<file path="src/verilog/gppi_pkg.sv">
package gppi_pkg;

  localparam int NPORT = 2;
  localparam int PORT_W = 32;
  localparam int NPIN = NPORT * PORT_W;
  localparam int NPINT = 8;
  localparam int NGRP = 2;
  localparam int SELW = $clog2(NPIN);
  localparam int AW = 16;

  // byte offsets; port-indexed registers step by one word per port
  localparam logic [AW-1:0] OFS_DIR = 16'h0000;
  localparam logic [AW-1:0] OFS_PORT = 16'h0020;
  localparam logic [AW-1:0] OFS_SET = 16'h0040;
  localparam logic [AW-1:0] OFS_CLR = 16'h0060;
  localparam logic [AW-1:0] OFS_PINT_SEL = 16'h0100;
  localparam logic [AW-1:0] OFS_PINT_MODE = 16'h0120;
  localparam logic [AW-1:0] OFS_PINT_RISE = 16'h0124;
  localparam logic [AW-1:0] OFS_PINT_FALL = 16'h0128;
  localparam logic [AW-1:0] OFS_PINT_STAT = 16'h012c;
  localparam logic [AW-1:0] OFS_GRP_ENA = 16'h0200;
  localparam logic [AW-1:0] OFS_GRP_POL = 16'h0210;
  localparam logic [AW-1:0] GRP_STEP = 16'h0020;
  localparam logic [AW-1:0] OFS_PIN = 16'h1000;

  localparam logic [NPIN-1:0] RST_DIR = '0;
  localparam logic [NPIN-1:0] RST_OUT = '0;
  localparam logic [NPINT-1:0] RST_PINT_EN = '0;
  localparam logic [NPIN-1:0] RST_GRP_ENA = '0;

  typedef struct packed {
    logic [NPIN-1:0] out;
    logic [NPIN-1:0] oe;
  } gppi_pad_s;

  typedef struct packed {
    logic [NPIN-1:0] dir;
    logic [NPIN-1:0] out;
    logic [NPIN-1:0] oe;
    logic [NPINT-1:0][SELW-1:0] sel;
    logic [NPINT-1:0] mode;
    logic [NPINT-1:0] rise;
    logic [NPINT-1:0] fall;
    logic [NPINT-1:0] flag;
    logic [NPINT-1:0] prev;
    logic [NPINT-1:0] pint_irq;
    logic [NGRP-1:0][NPIN-1:0] gena;
    logic [NGRP-1:0][NPIN-1:0] gpol;
    logic [NGRP-1:0] grp_irq;
    logic [31:0] rdata;
    logic err;
  } gppi_state_s;

endpackage : gppi_pkg

</file>
<file path="src/verilog/gppi_top.sv">
`timescale 1ns/1ps
// Behaviour
// RL1 - pins claimed by a peripheral function are never driven by the port; the registered output enable drops one cycle after the claim rises
// RL2 - software sets each pin's direction at any time
// RL3 - one write sets or clears several outputs, others untouched
// RL4 - one write loads the output value of a whole port
// RL5 - per-pin word reads one pin or drives one pin alone
// RL6 - after reset all pins are inputs and all interrupts are off
// RL7 - pins can interrupt on level, rising, falling or both edges
// RL8 - eight pin-interrupt channels each select any pin, edge or level
// RL9 - two group units each give one combined interrupt from chosen pins
// RL10 - any pin or combination of pins can trigger a group interrupt
// RL11 - registers sit directly on the fast system bus, zero wait
// RL12 - each interrupt unit drives its own line to the interrupt controller
// RL13 - level requests follow the pin; edge requests latch until cleared
module gppi_top
  import gppi_pkg::*;
(
  input wire logic CLK_SYS,
  input wire logic RESET,
  input wire logic PSEL,
  input wire logic PENABLE,
  input wire logic PWRITE,
  input wire logic [AW-1:0] PADDR,
  input wire logic [31:0] PWDATA,
  output logic [31:0] PRDATA,
  output logic PREADY,
  output logic PSLVERR,
  input wire logic [NPIN-1:0] PIN_IN,
  input wire logic [NPIN-1:0] FUNC_CLAIM,
  output gppi_pad_s PIN_DRV,
  output logic [NPINT-1:0] PINT_IRQ,
  output logic [NGRP-1:0] GROUP_IRQ
);

  gppi_state_s st_r;
  gppi_state_s st_nxt;
  logic [NPIN-1:0] pin_s;
  logic [NPIN-1:0] pin_view;
  logic wr;
  logic setup;

  function automatic logic in_rng(input int a, input int base, input int n);
    return (a[1:0] == 2'b00) && (a >= base) && (a < base + 4 * n);
  endfunction : in_rng

  function automatic int word_ix(input int a, input int base);
    return (a - base) >> 2;
  endfunction : word_ix

  function automatic logic pin_at(input logic [NPIN-1:0] v, input logic [SELW-1:0] i);
    return v[i];
  endfunction : pin_at

  gppi_sync #(
    .W(NPIN)
  ) u_sync (
    .CLK_SYS(CLK_SYS),
    .RESET(RESET),
    .D(PIN_IN),
    .Q(pin_s)
  );

  assign wr = PSEL & PENABLE & PWRITE;
  assign setup = PSEL & ~PENABLE;
  // outputs read back their latch, inputs the synchronised pad
  assign pin_view = (st_r.dir & st_r.out) | (~st_r.dir & pin_s);

  always_comb begin
    int a;
    int ix;
    int gb;
    logic hit;
    logic v;
    logic eset;
    logic lvl;
    logic [31:0] rd;
    logic [NPINT-1:0] clr;
    a = int'(PADDR);
    ix = 0;
    gb = 0;
    hit = 1'b0;
    v = 1'b0;
    eset = 1'b0;
    lvl = 1'b0;
    rd = '0;
    clr = '0;
    st_nxt = st_r;
    // zero-wait slave on the fast bus
    if (in_rng(a, int'(OFS_DIR), NPORT)) begin // RL11
      hit = 1'b1;
      ix = word_ix(a, int'(OFS_DIR));
      rd = st_r.dir[ix*PORT_W +: PORT_W];
      if (wr) begin
        st_nxt.dir[ix*PORT_W +: PORT_W] = PWDATA; // RL2
      end
    end
    if (in_rng(a, int'(OFS_PORT), NPORT)) begin
      hit = 1'b1;
      ix = word_ix(a, int'(OFS_PORT));
      rd = pin_view[ix*PORT_W +: PORT_W];
      if (wr) begin
        st_nxt.out[ix*PORT_W +: PORT_W] = PWDATA; // RL4
      end
    end
    if (in_rng(a, int'(OFS_SET), NPORT)) begin
      hit = 1'b1;
      ix = word_ix(a, int'(OFS_SET));
      if (wr) begin
        st_nxt.out[ix*PORT_W +: PORT_W] = st_r.out[ix*PORT_W +: PORT_W] | PWDATA; // RL3
      end
    end
    if (in_rng(a, int'(OFS_CLR), NPORT)) begin
      hit = 1'b1;
      ix = word_ix(a, int'(OFS_CLR));
      if (wr) begin
        st_nxt.out[ix*PORT_W +: PORT_W] = st_r.out[ix*PORT_W +: PORT_W] & ~PWDATA; // RL3
      end
    end
    if (in_rng(a, int'(OFS_PIN), NPIN)) begin
      hit = 1'b1;
      ix = word_ix(a, int'(OFS_PIN));
      rd = {31'h0, pin_at(pin_view, SELW'(ix))}; // RL5
      if (wr) begin
        st_nxt.out[ix] = PWDATA[0]; // RL5
      end
    end
    if (in_rng(a, int'(OFS_PINT_SEL), NPINT)) begin
      hit = 1'b1;
      ix = word_ix(a, int'(OFS_PINT_SEL));
      rd = 32'(st_r.sel[ix]);
      if (wr) begin
        st_nxt.sel[ix] = PWDATA[SELW-1:0]; // RL8
      end
    end
    if (PADDR == OFS_PINT_MODE) begin
      hit = 1'b1;
      rd = 32'(st_r.mode);
      if (wr) begin
        st_nxt.mode = PWDATA[NPINT-1:0];
      end
    end
    if (PADDR == OFS_PINT_RISE) begin
      hit = 1'b1;
      rd = 32'(st_r.rise);
      if (wr) begin
        st_nxt.rise = PWDATA[NPINT-1:0];
      end
    end
    if (PADDR == OFS_PINT_FALL) begin
      hit = 1'b1;
      rd = 32'(st_r.fall);
      if (wr) begin
        st_nxt.fall = PWDATA[NPINT-1:0];
      end
    end
    if (PADDR == OFS_PINT_STAT) begin
      hit = 1'b1;
      rd = 32'(st_r.pint_irq);
      if (wr) begin
        clr = PWDATA[NPINT-1:0];
      end
    end
    for (int g = 0; g < NGRP; g++) begin
      gb = g * int'(GRP_STEP);
      if (in_rng(a, int'(OFS_GRP_ENA) + gb, NPORT)) begin
        hit = 1'b1;
        ix = word_ix(a, int'(OFS_GRP_ENA) + gb);
        rd = st_r.gena[g][ix*PORT_W +: PORT_W];
        if (wr) begin
          st_nxt.gena[g][ix*PORT_W +: PORT_W] = PWDATA; // RL10
        end
      end
      if (in_rng(a, int'(OFS_GRP_POL) + gb, NPORT)) begin
        hit = 1'b1;
        ix = word_ix(a, int'(OFS_GRP_POL) + gb);
        rd = st_r.gpol[g][ix*PORT_W +: PORT_W];
        if (wr) begin
          st_nxt.gpol[g][ix*PORT_W +: PORT_W] = PWDATA;
        end
      end
    end
    // answer is prepared in the setup cycle so the access phase needs no wait
    if (setup) begin
      st_nxt.rdata = rd;
      st_nxt.err = ~hit;
    end
    // moving a selection can fake one edge; clear flags after reselecting
    for (int k = 0; k < NPINT; k++) begin
      v = pin_at(pin_s, st_r.sel[k]); // RL8
      eset = (st_r.rise[k] & v & ~st_r.prev[k]) | (st_r.fall[k] & ~v & st_r.prev[k]); // RL7
      st_nxt.flag[k] = eset | (st_r.flag[k] & ~clr[k]); // RL13
      st_nxt.prev[k] = v;
      lvl = st_r.rise[k] & (v == st_r.fall[k]); // RL7
      st_nxt.pint_irq[k] = st_r.mode[k] ? lvl : st_nxt.flag[k]; // RL13
    end
    for (int g = 0; g < NGRP; g++) begin
      st_nxt.grp_irq[g] = |(st_r.gena[g] & ~(pin_s ^ st_r.gpol[g])); // RL9
    end
    st_nxt.oe = st_nxt.dir & ~FUNC_CLAIM; // RL1
  end

  always_ff @(posedge CLK_SYS) begin
    if (RESET) begin
      st_r <= '0;
      st_r.dir <= RST_DIR; // RL6
      st_r.out <= RST_OUT;
      st_r.rise <= RST_PINT_EN; // RL6
      st_r.fall <= RST_PINT_EN;
      st_r.gena <= {NGRP{RST_GRP_ENA}}; // RL6
    end else begin
      st_r <= st_nxt;
    end
  end

  assign PREADY = 1'b1; // RL11
  assign PSLVERR = PSEL & PENABLE & st_r.err;
  assign PRDATA = st_r.rdata;
  // one driver for the whole carrier; member-wise drivers would split the variable
  assign PIN_DRV = '{out: st_r.out, oe: st_r.oe};
  assign PINT_IRQ = st_r.pint_irq; // RL12
  assign GROUP_IRQ = st_r.grp_irq; // RL12

  // every channel gets the same checks, so each mode in use is reached
  for (genvar k = 0; k < NPINT; k++) begin : g_pint_chk

  end
endmodule : gppi_top

</file>
<file path="src/verilog/gppi_sync.sv">
`timescale 1ns/1ps
module gppi_sync #(
  parameter int W = 8
) (
  input wire logic CLK_SYS,
  input wire logic RESET,
  input wire logic [W-1:0] D,
  output logic [W-1:0] Q
);

  typedef struct packed {
    logic [W-1:0] s1;
    logic [W-1:0] s2;
    logic [W-1:0] s3;
    logic [W-1:0] q;
  } gppi_sync_s;

  gppi_sync_s st_r;
  gppi_sync_s st_nxt;

  // a bit only moves once stages two and three agree
  always_comb begin
    st_nxt = st_r;
    st_nxt.s1 = D;
    st_nxt.s2 = st_r.s1;
    st_nxt.s3 = st_r.s2;
    st_nxt.q = (~(st_r.s2 ^ st_r.s3) & st_r.s3) | ((st_r.s2 ^ st_r.s3) & st_r.q);
  end

  always_ff @(posedge CLK_SYS) begin
    if (RESET) begin
      st_r <= '0;
    end else begin
      st_r <= st_nxt;
    end
  end

  assign Q = st_r.q;

endmodule : gppi_sync

</file>
<file path="config.mk">
export PLATFORM = sky130hd
export DESIGN_NAME = gppi_top
export DESIGN_NICKNAME = d
export VERILOG_FILES = /design/src/verilog/gppi_pkg.sv /design/src/verilog/gppi_top.sv /design/src/verilog/gppi_sync.sv
export SDC_FILE = /design/constraint.sdc
export NUM_CORES = 2
export LEC_CHECK = 0
export BUFFER_PORTS_ARGS = -buffer_cell sky130_fd_sc_hd__buf_2
export CELL_PAD_IN_SITES_DETAIL_PLACEMENT = 0
export CELL_PAD_IN_SITES_GLOBAL_PLACEMENT = 1
export CORE_MARGIN = 4
export CORE_UTILIZATION = 47
export DETAILED_ROUTE_END_ITERATION = 7
export HOLD_SLACK_MARGIN = 0.02
export PLACE_DENSITY_LB_ADDON = 0.1
export SLEW_MARGIN = 5
export SYNTH_ARGS = -nofsm -noshare
export SYNTH_HDL_FRONTEND = slang
export SYNTH_SLANG_ARGS = --single-unit
</file>
<file path="constraint.sdc">
create_clock -name CLK_SYS -period 5.2 [get_ports CLK_SYS]
set_input_delay 1.04 -clock CLK_SYS [delete_from_list [all_inputs] [get_ports CLK_SYS]]
set_output_delay 1.04 -clock CLK_SYS [all_outputs]
set_load 0.02 [all_outputs]
</file>
# Yosys cells after proc, flatten, opt, wreduce, memory -nomap -nowiden
# Index checks and enable logic that the tools add are counted.
[word_totals]
regBits = 835
latchBits = 0
mem_bits_rw = 0
romBits = 0
inputBits = 181
elab_cells = 339
memories = 0
[op_classes]
addsub = 17
multipliers = 0
n_div = 0
magnitude_cmp = 32
n_eq_ne = 12
shift = 24
mux = 80
bitwise_logic = 114
reduce_logical = 32
[op_table]
columns = ["op", "n"]
rows = [
  ["$mux 64", 10],
  ["$bwmux 64", 9],
  ["$shift 32x33->64 const A", 8],
  ["$shiftx 32x33->64", 8],
  ["$shiftx 64x20->32", 8],
  ["$and 64x64->64", 7],
  ["$mux 32", 12],
  ["$not 64->64", 5],
  ["$neg 20->33", 7],
  ["$xor 64x64->64", 3],
  ["$or 64x64->64", 2],
  ["$reduce_or 64->1", 2],
  ["$sub 16x10->17 const B", 4],
  ["$eq 16x9->1 const B", 4],
  ["$ge 16x10->1 const B", 4],
  ["$lt 16x10->1 const B", 4],
  ["$lt 6x7->1 const B", 9],
  ["$ge 30x1->1 const B", 2],
  ["$bmux 1 s6", 9],
  ["$and 1x1->1", 52],
  ["$bwmux 48", 1],
  ["$sub 16x7->17 const B", 2],
  ["$neg 19->33", 1],
  ["$and 32x32->32", 1],
  ["28 further kinds", 137],
]

# Longest topological paths before layout
[logic_depth]
word_depth = 17
ltp_mapped = 17
mapped_depth_nobuf = 11

# By module
# A second synthesis with hierarchy kept.
[hier_totals]
cells_unflattened = 5281
area_unflattened_um2 = 47559.4
[modules_own_cells]
columns = ["mod", "n_inst", "cells_per_inst", "area_per_inst_um2"]
rows = [
  ["gppi_top", 1, 4549, 39733.1],
  ["gppi_sync", 1, 732, 7826.3],
]

# Worst setup path before layout
# No wires, ideal clock.
[synth_path]
kind = "input-to-reg"
from = "in PADDR[7]"
to = "reg st_r (netlist bit PIN_DRV[95])"
setup_ns = 0.122
arrival_time_ns = 4.436
required_ns = 5.078
setup_slack_ns = 0.642
cell_stages = 15
path_buffers = 4
path_cell_list = "buf_2 > buf_2 > inv_1 > ha_1 > clkbuf_1 > a211o_1 > o21ai_0 > and4b_1 > a41oi_1 > or4_1 > o22a_1 > o31ai_4 > buf_6 > a211oi_1 > a221o_1"
[synth_via]
elab_chain_cells = 15
[synth_lines]
columns = ["element", "line_no", "text"]
rows = [
  ["start, declared", "gppi_top.sv:24", "input wire logic [AW-1:0] PADDR,"],
  ["$sub 16x6->17", "gppi_top.sv:48", "return (a - base) >> 2;"],
  ["$neg 20->33", "gppi_top.sv:103", "st_nxt.out[ix*PORT_W +: PORT_W] = PWDATA;"],
  ["$shiftx 32x33->64 / $shift 32x33->64 (equally long branches)", "gppi_top.sv:103", ""],
  ["$bwmux 64", "gppi_top.sv:103", ""],
  ["$mux 64", "gppi_top.sv:102", "if (wr) begin"],
  ["$mux 64", "gppi_top.sv:98", "if (in_rng(a, int'(OFS_PORT), NPORT)) begin"],
  ["$bwmux 64", "gppi_top.sv:110", "st_nxt.out[ix*PORT_W +: PORT_W] = st_r.out[ix*PORT_W +: PORT_W] | PWDATA;"],
  ["$mux 64", "gppi_top.sv:109", "if (wr) begin"],
  ["$mux 64", "gppi_top.sv:106", "if (in_rng(a, int'(OFS_SET), NPORT)) begin"],
  ["$bwmux 64", "gppi_top.sv:117", "st_nxt.out[ix*PORT_W +: PORT_W] = st_r.out[ix*PORT_W +: PORT_W] & ~PWDATA;"],
  ["$mux 64", "gppi_top.sv:116", "if (wr) begin"],
  ["$mux 64", "gppi_top.sv:113", "if (in_rng(a, int'(OFS_CLR), NPORT)) begin"],
  ["$bwmux 64", "gppi_top.sv:125", "st_nxt.out[ix] = PWDATA[0];"],
  ["$mux 64", "gppi_top.sv:124", "if (wr) begin"],
  ["$mux 64 *", "gppi_top.sv:120", "if (in_rng(a, int'(OFS_PIN), NPIN)) begin"],
  ["end signal, assigned", "gppi_top.sv:212", "st_r <= st_nxt;"],
  ["end, declared", "gppi_top.sv:36", "gppi_state_s st_r;"],
]
# Mark *: on every way between the ends. The rest lies on a longest branch, timed or not.
# A chain may end at the register's enable or synchronous reset.

# Worst setup path in the final report
[layout_path]
from = "in PADDR[6]"
to = "reg st_r[145] (netlist name)"
[layout_via]
elab_chain_cells = 4
[layout_lines]
columns = ["element", "line_no", "text"]
rows = [
  ["$sub 16x10->17 / $ge 16x10->1 (equally long branches)", "gppi_top.sv:48, gppi_top.sv:44", ""],
  ["$neg 20->33 / $logic_and 1x1->1 (equally long branches)", "gppi_top.sv:179, gppi_top.sv:44", ""],
  ["$shiftx 32x33->64 (tied with other cells)", "gppi_top.sv:179", "st_nxt.gpol[g][ix*PORT_W +: PORT_W] = PWDATA;"],
  ["$bwmux 64 / $reduce_and 2->1 (equally long branches)", "--", ""],
]
# Parallel ways exist; a longest one is shown, timed or not.

==> metrics.md <==
| Metric | Value |
|---|---|
| Layout area overhead | 11.8% |
| Bufs and invs on worst path | 4 |
| DR pass1 iterations | 8 |
| Min cycle time layout | 4.33 ns |
| Drt via density | 6.66 |
| Mapped cell area | roughly 46,000 um2 |
| Top cells by area, synth | dfxtp_1 (36%), mux2i_1 (9.8%), mux4_2 (8.2%), nor2_1 (3.9%), xnor2_1 (3.5%) |
| WS Path Type | in2reg |
| Max incr delay on CP | 0.46 ns |
| Latest clock arrival within the worst-skew pair | between 0.7 and 0.8 ns |
| Mapped Nets | 5,250 |
| Setup TNS Final | 0 ns |
| H-tree depth | 3 |
| DRT iter0 DRCs | between 6,000 and 7,000 |
| Core area | 96,900 um2 |
| Synth unique cells | roughly 100 |
| Global-route wire length before repair | 291,000 um |
| Largest net degree at the start of global routing | 193 |
| Pwr per Cell Area | about 290 nW/um2 |
| Leakage | 18.9 nW |
| Vias in the first global route | just under 40,000 |
| CP Cell Sequence | buf_2 > inv_1 > buf_4 > ha_1 > a21boi_0 > xnor2_1 > nand4_1 > xnor2_1 > or3_1 > a221oi_1 > nand4b_1 > buf_4 > mux2i_1 > nor2_1 |
| Fin. max-slew vios | 0 |
| CP arrival | around 5 ns |
| Share of post-route cells with drive strength above 1 | 0.198 |
| Top Ports | between 300 and 400 |
| Worst-path fanout max | 32 |
| Die width | 321 um |
| Antenna viol nets, final | 0 |
| Highest clock rate | 0.231 GHz |
| Relative slew slack | 0.0578 |
| Worst min-delay path class | reg2reg |
| Hold Violations, Final | 0 |
| Die Height | 321 um |
| Post_cts resized | 0 |
| Nets | around 5,200 |
| Cell taking the most area after synthesis | dfxtp_1 |
| Routed wire length | 207,000 um |
| Synthesized flop and latch total | approximately 840 |
| Setup violations, final | 0 |
| Syn Inst Count | 5,035 |
| Violated checks | design-rule violations |
| Unrepaired setup endpoints after global routing | false |
| Max cap viols | 0 |
| Crit. End Element | flop |
| Gp weighted congestion | between 1 and 1.5 |
| Mean post-synth cell area | 9.13 um2 |
| GRT Residual Overflow | 0 |
| Most frequent cells in the layout | dfxtp_1 (835), nor2_1 (472), mux2i_1 (450), nand2_1 (426), buf_2 (349) |
| Slew of the pin with the lowest slew margin | roughly 1.4 ns |
| Yosys warns | 0 |
| CTS max path bufs | 3 |
| Final Skew | roughly 0.082 ns |
| Root Buffer | clkbuf_16 |
| Crit path max-delay family | buffers and inverters |
| Wire length per cell | 32.5 um |
| Worst setup margin | 0.874 ns |
| Peak VDD IR | 0.309 mV |
| Clock tree sinks | 835 |
| Setup Fix Bufs, Post-CTS | 0 |
| Rows | ~110 |
| Yosys top cell area share | 0.364 |
| Pre-CTS setup slack | 0.332 ns |
| Sequential element share of the synthesized area | 0.364 |
| Top FF cell, synth | dfxtp_1 |
| Critical Path Slowest Stage Cell | ha_1 |
| TritonCTS clock tree | yes |
| Tcrit/Tclk final | 0.832 |
| Tot GR Track Use | 0.388 |
| Commonest non-fill, non-tap cell in the layout | dfxtp_1 |
| DRC | 2 |
| Starting density of the core | 0.475 |
| Worst Setup Start Kind | input pin |
| Die Area | 103,000 um2 |
| Hpwl dp | 143,000 um |
| Status | finished with violations |
| Synth async-reset ratio | 0 |
| Total CTS buffers | 93 |
| WHS | 0.415 ns |
| Worst Path Required | 5.75 ns |
| Initial antenna violation count | 12 |
| Number of flops mapped to enable cells by yosys | 0 |
| Pwr Total | 14.8 mW |
| Vias | 42,600 |
| PortBufs | around 350 |
| Reg clk slew, reported paths | 0.06 ns |
| CTS Hold Bufs | 0 |
## routing by layer
layer	vias up	GRT usage	wire length (um)
met2	3140	0.553	84400
met5	-	0	58
li1	18100	-	-
met3	611	0.127	28200
met4	8	0.202	13200
met1	20700	0.522	81500
## area by class of cell
type	instances	area, um2
well taps	1276	1600
flip-flops and latches	835	16700
diodes	4	10.0
fillers	9069	45500
clock buffers	122	2590
clock inverters	50	823
repair buffers	545	3470
multi-input cells	3525	26100
inverters	31	116
## cell usage after synthesis, types with 10 or more instances
master,count
a211oi_1,32
a21oi_1,250
a221o_1,16
a221oi_1,74
a222oi_1,24
a22o_1,56
a22oi_1,109
a31oi_1,39
and2_1,14
and3_1,22
buf_1,19
buf_2,49
buf_4,186
clkbuf_1,384
dfxtp_1,835
ha_1,34
inv_1,26
mux2_2,81
mux2i_1,450
mux4_2,168
nand2_1,426
nand2b_1,12
nand3_1,74
nand4_1,53
nor2_1,475
nor2b_1,201
nor3_1,141
nor3b_1,11
nor4_1,37
o2111ai_1,10
o211ai_1,17
o21ai_0,183
o221ai_1,26
o22ai_1,48
o31ai_1,48
or3_1,22
xnor2_1,186
xor2_1,15
## worst paths after layout
check	cells past startpoint	start	to	slack [ns]
max	14	PADDR[6]	st_r[145]	0.87
min	1	u_sync.st_nxt[174]	u_sync.st_nxt[110]	0.42
max reg2reg	7	st_r[339]	PINT_IRQ[0]	1.70
min reg2reg	1	u_sync.st_nxt[174]	u_sync.st_nxt[110]	0.42
## cells by family (layout without fill, tap and decap cells)
logic type | Yosys count | count (layout) | share of synthesized area
buffers and inverters | 675 | 748 | 0.0722
adder cells (fa/ha/maj) | 34 | 34 | 0.00925
XOR/XNOR | 202 | 202 | 0.0388
AND/OR/NAND/NOR | 1551 | 1551 | 0.161
other | 1 | 5 | 0.0000816
multiplexers | 700 | 700 | 0.200
AO/OA/AOI/OAI | 1037 | 1037 | 0.154
flip-flops | 835 | 835 | 0.364
## where the power goes
group / internal [mW] / switching, mW
logic: 0.287 / 0.729
clock network: 4.35 / 2.97
registers: 6.46 / 0.0367
## stage by stage
stage | util | std cells | cell area, um2
after floorplan | - | 5035 | 46000
after global placement | 0.495 | 6212 | 48000
after detailed placement | 0.495 | 6212 | 48000
after CTS | 0.530 | 6384 | 51400
after global routing | 0.530 | 6384 | 51400
final | 0.531 | 6388 | 51400
## registers in the layout, indices dropped and copies added (netlist names), named ones only
name,count
PRDATA,32
u_sync.st_r,64
st_r,409
PINT_IRQ,8
GROUP_IRQ,2
PIN_DRV,128
u_sync.st_nxt,128
No activity file was read; power rests on OpenSTA's default activity.
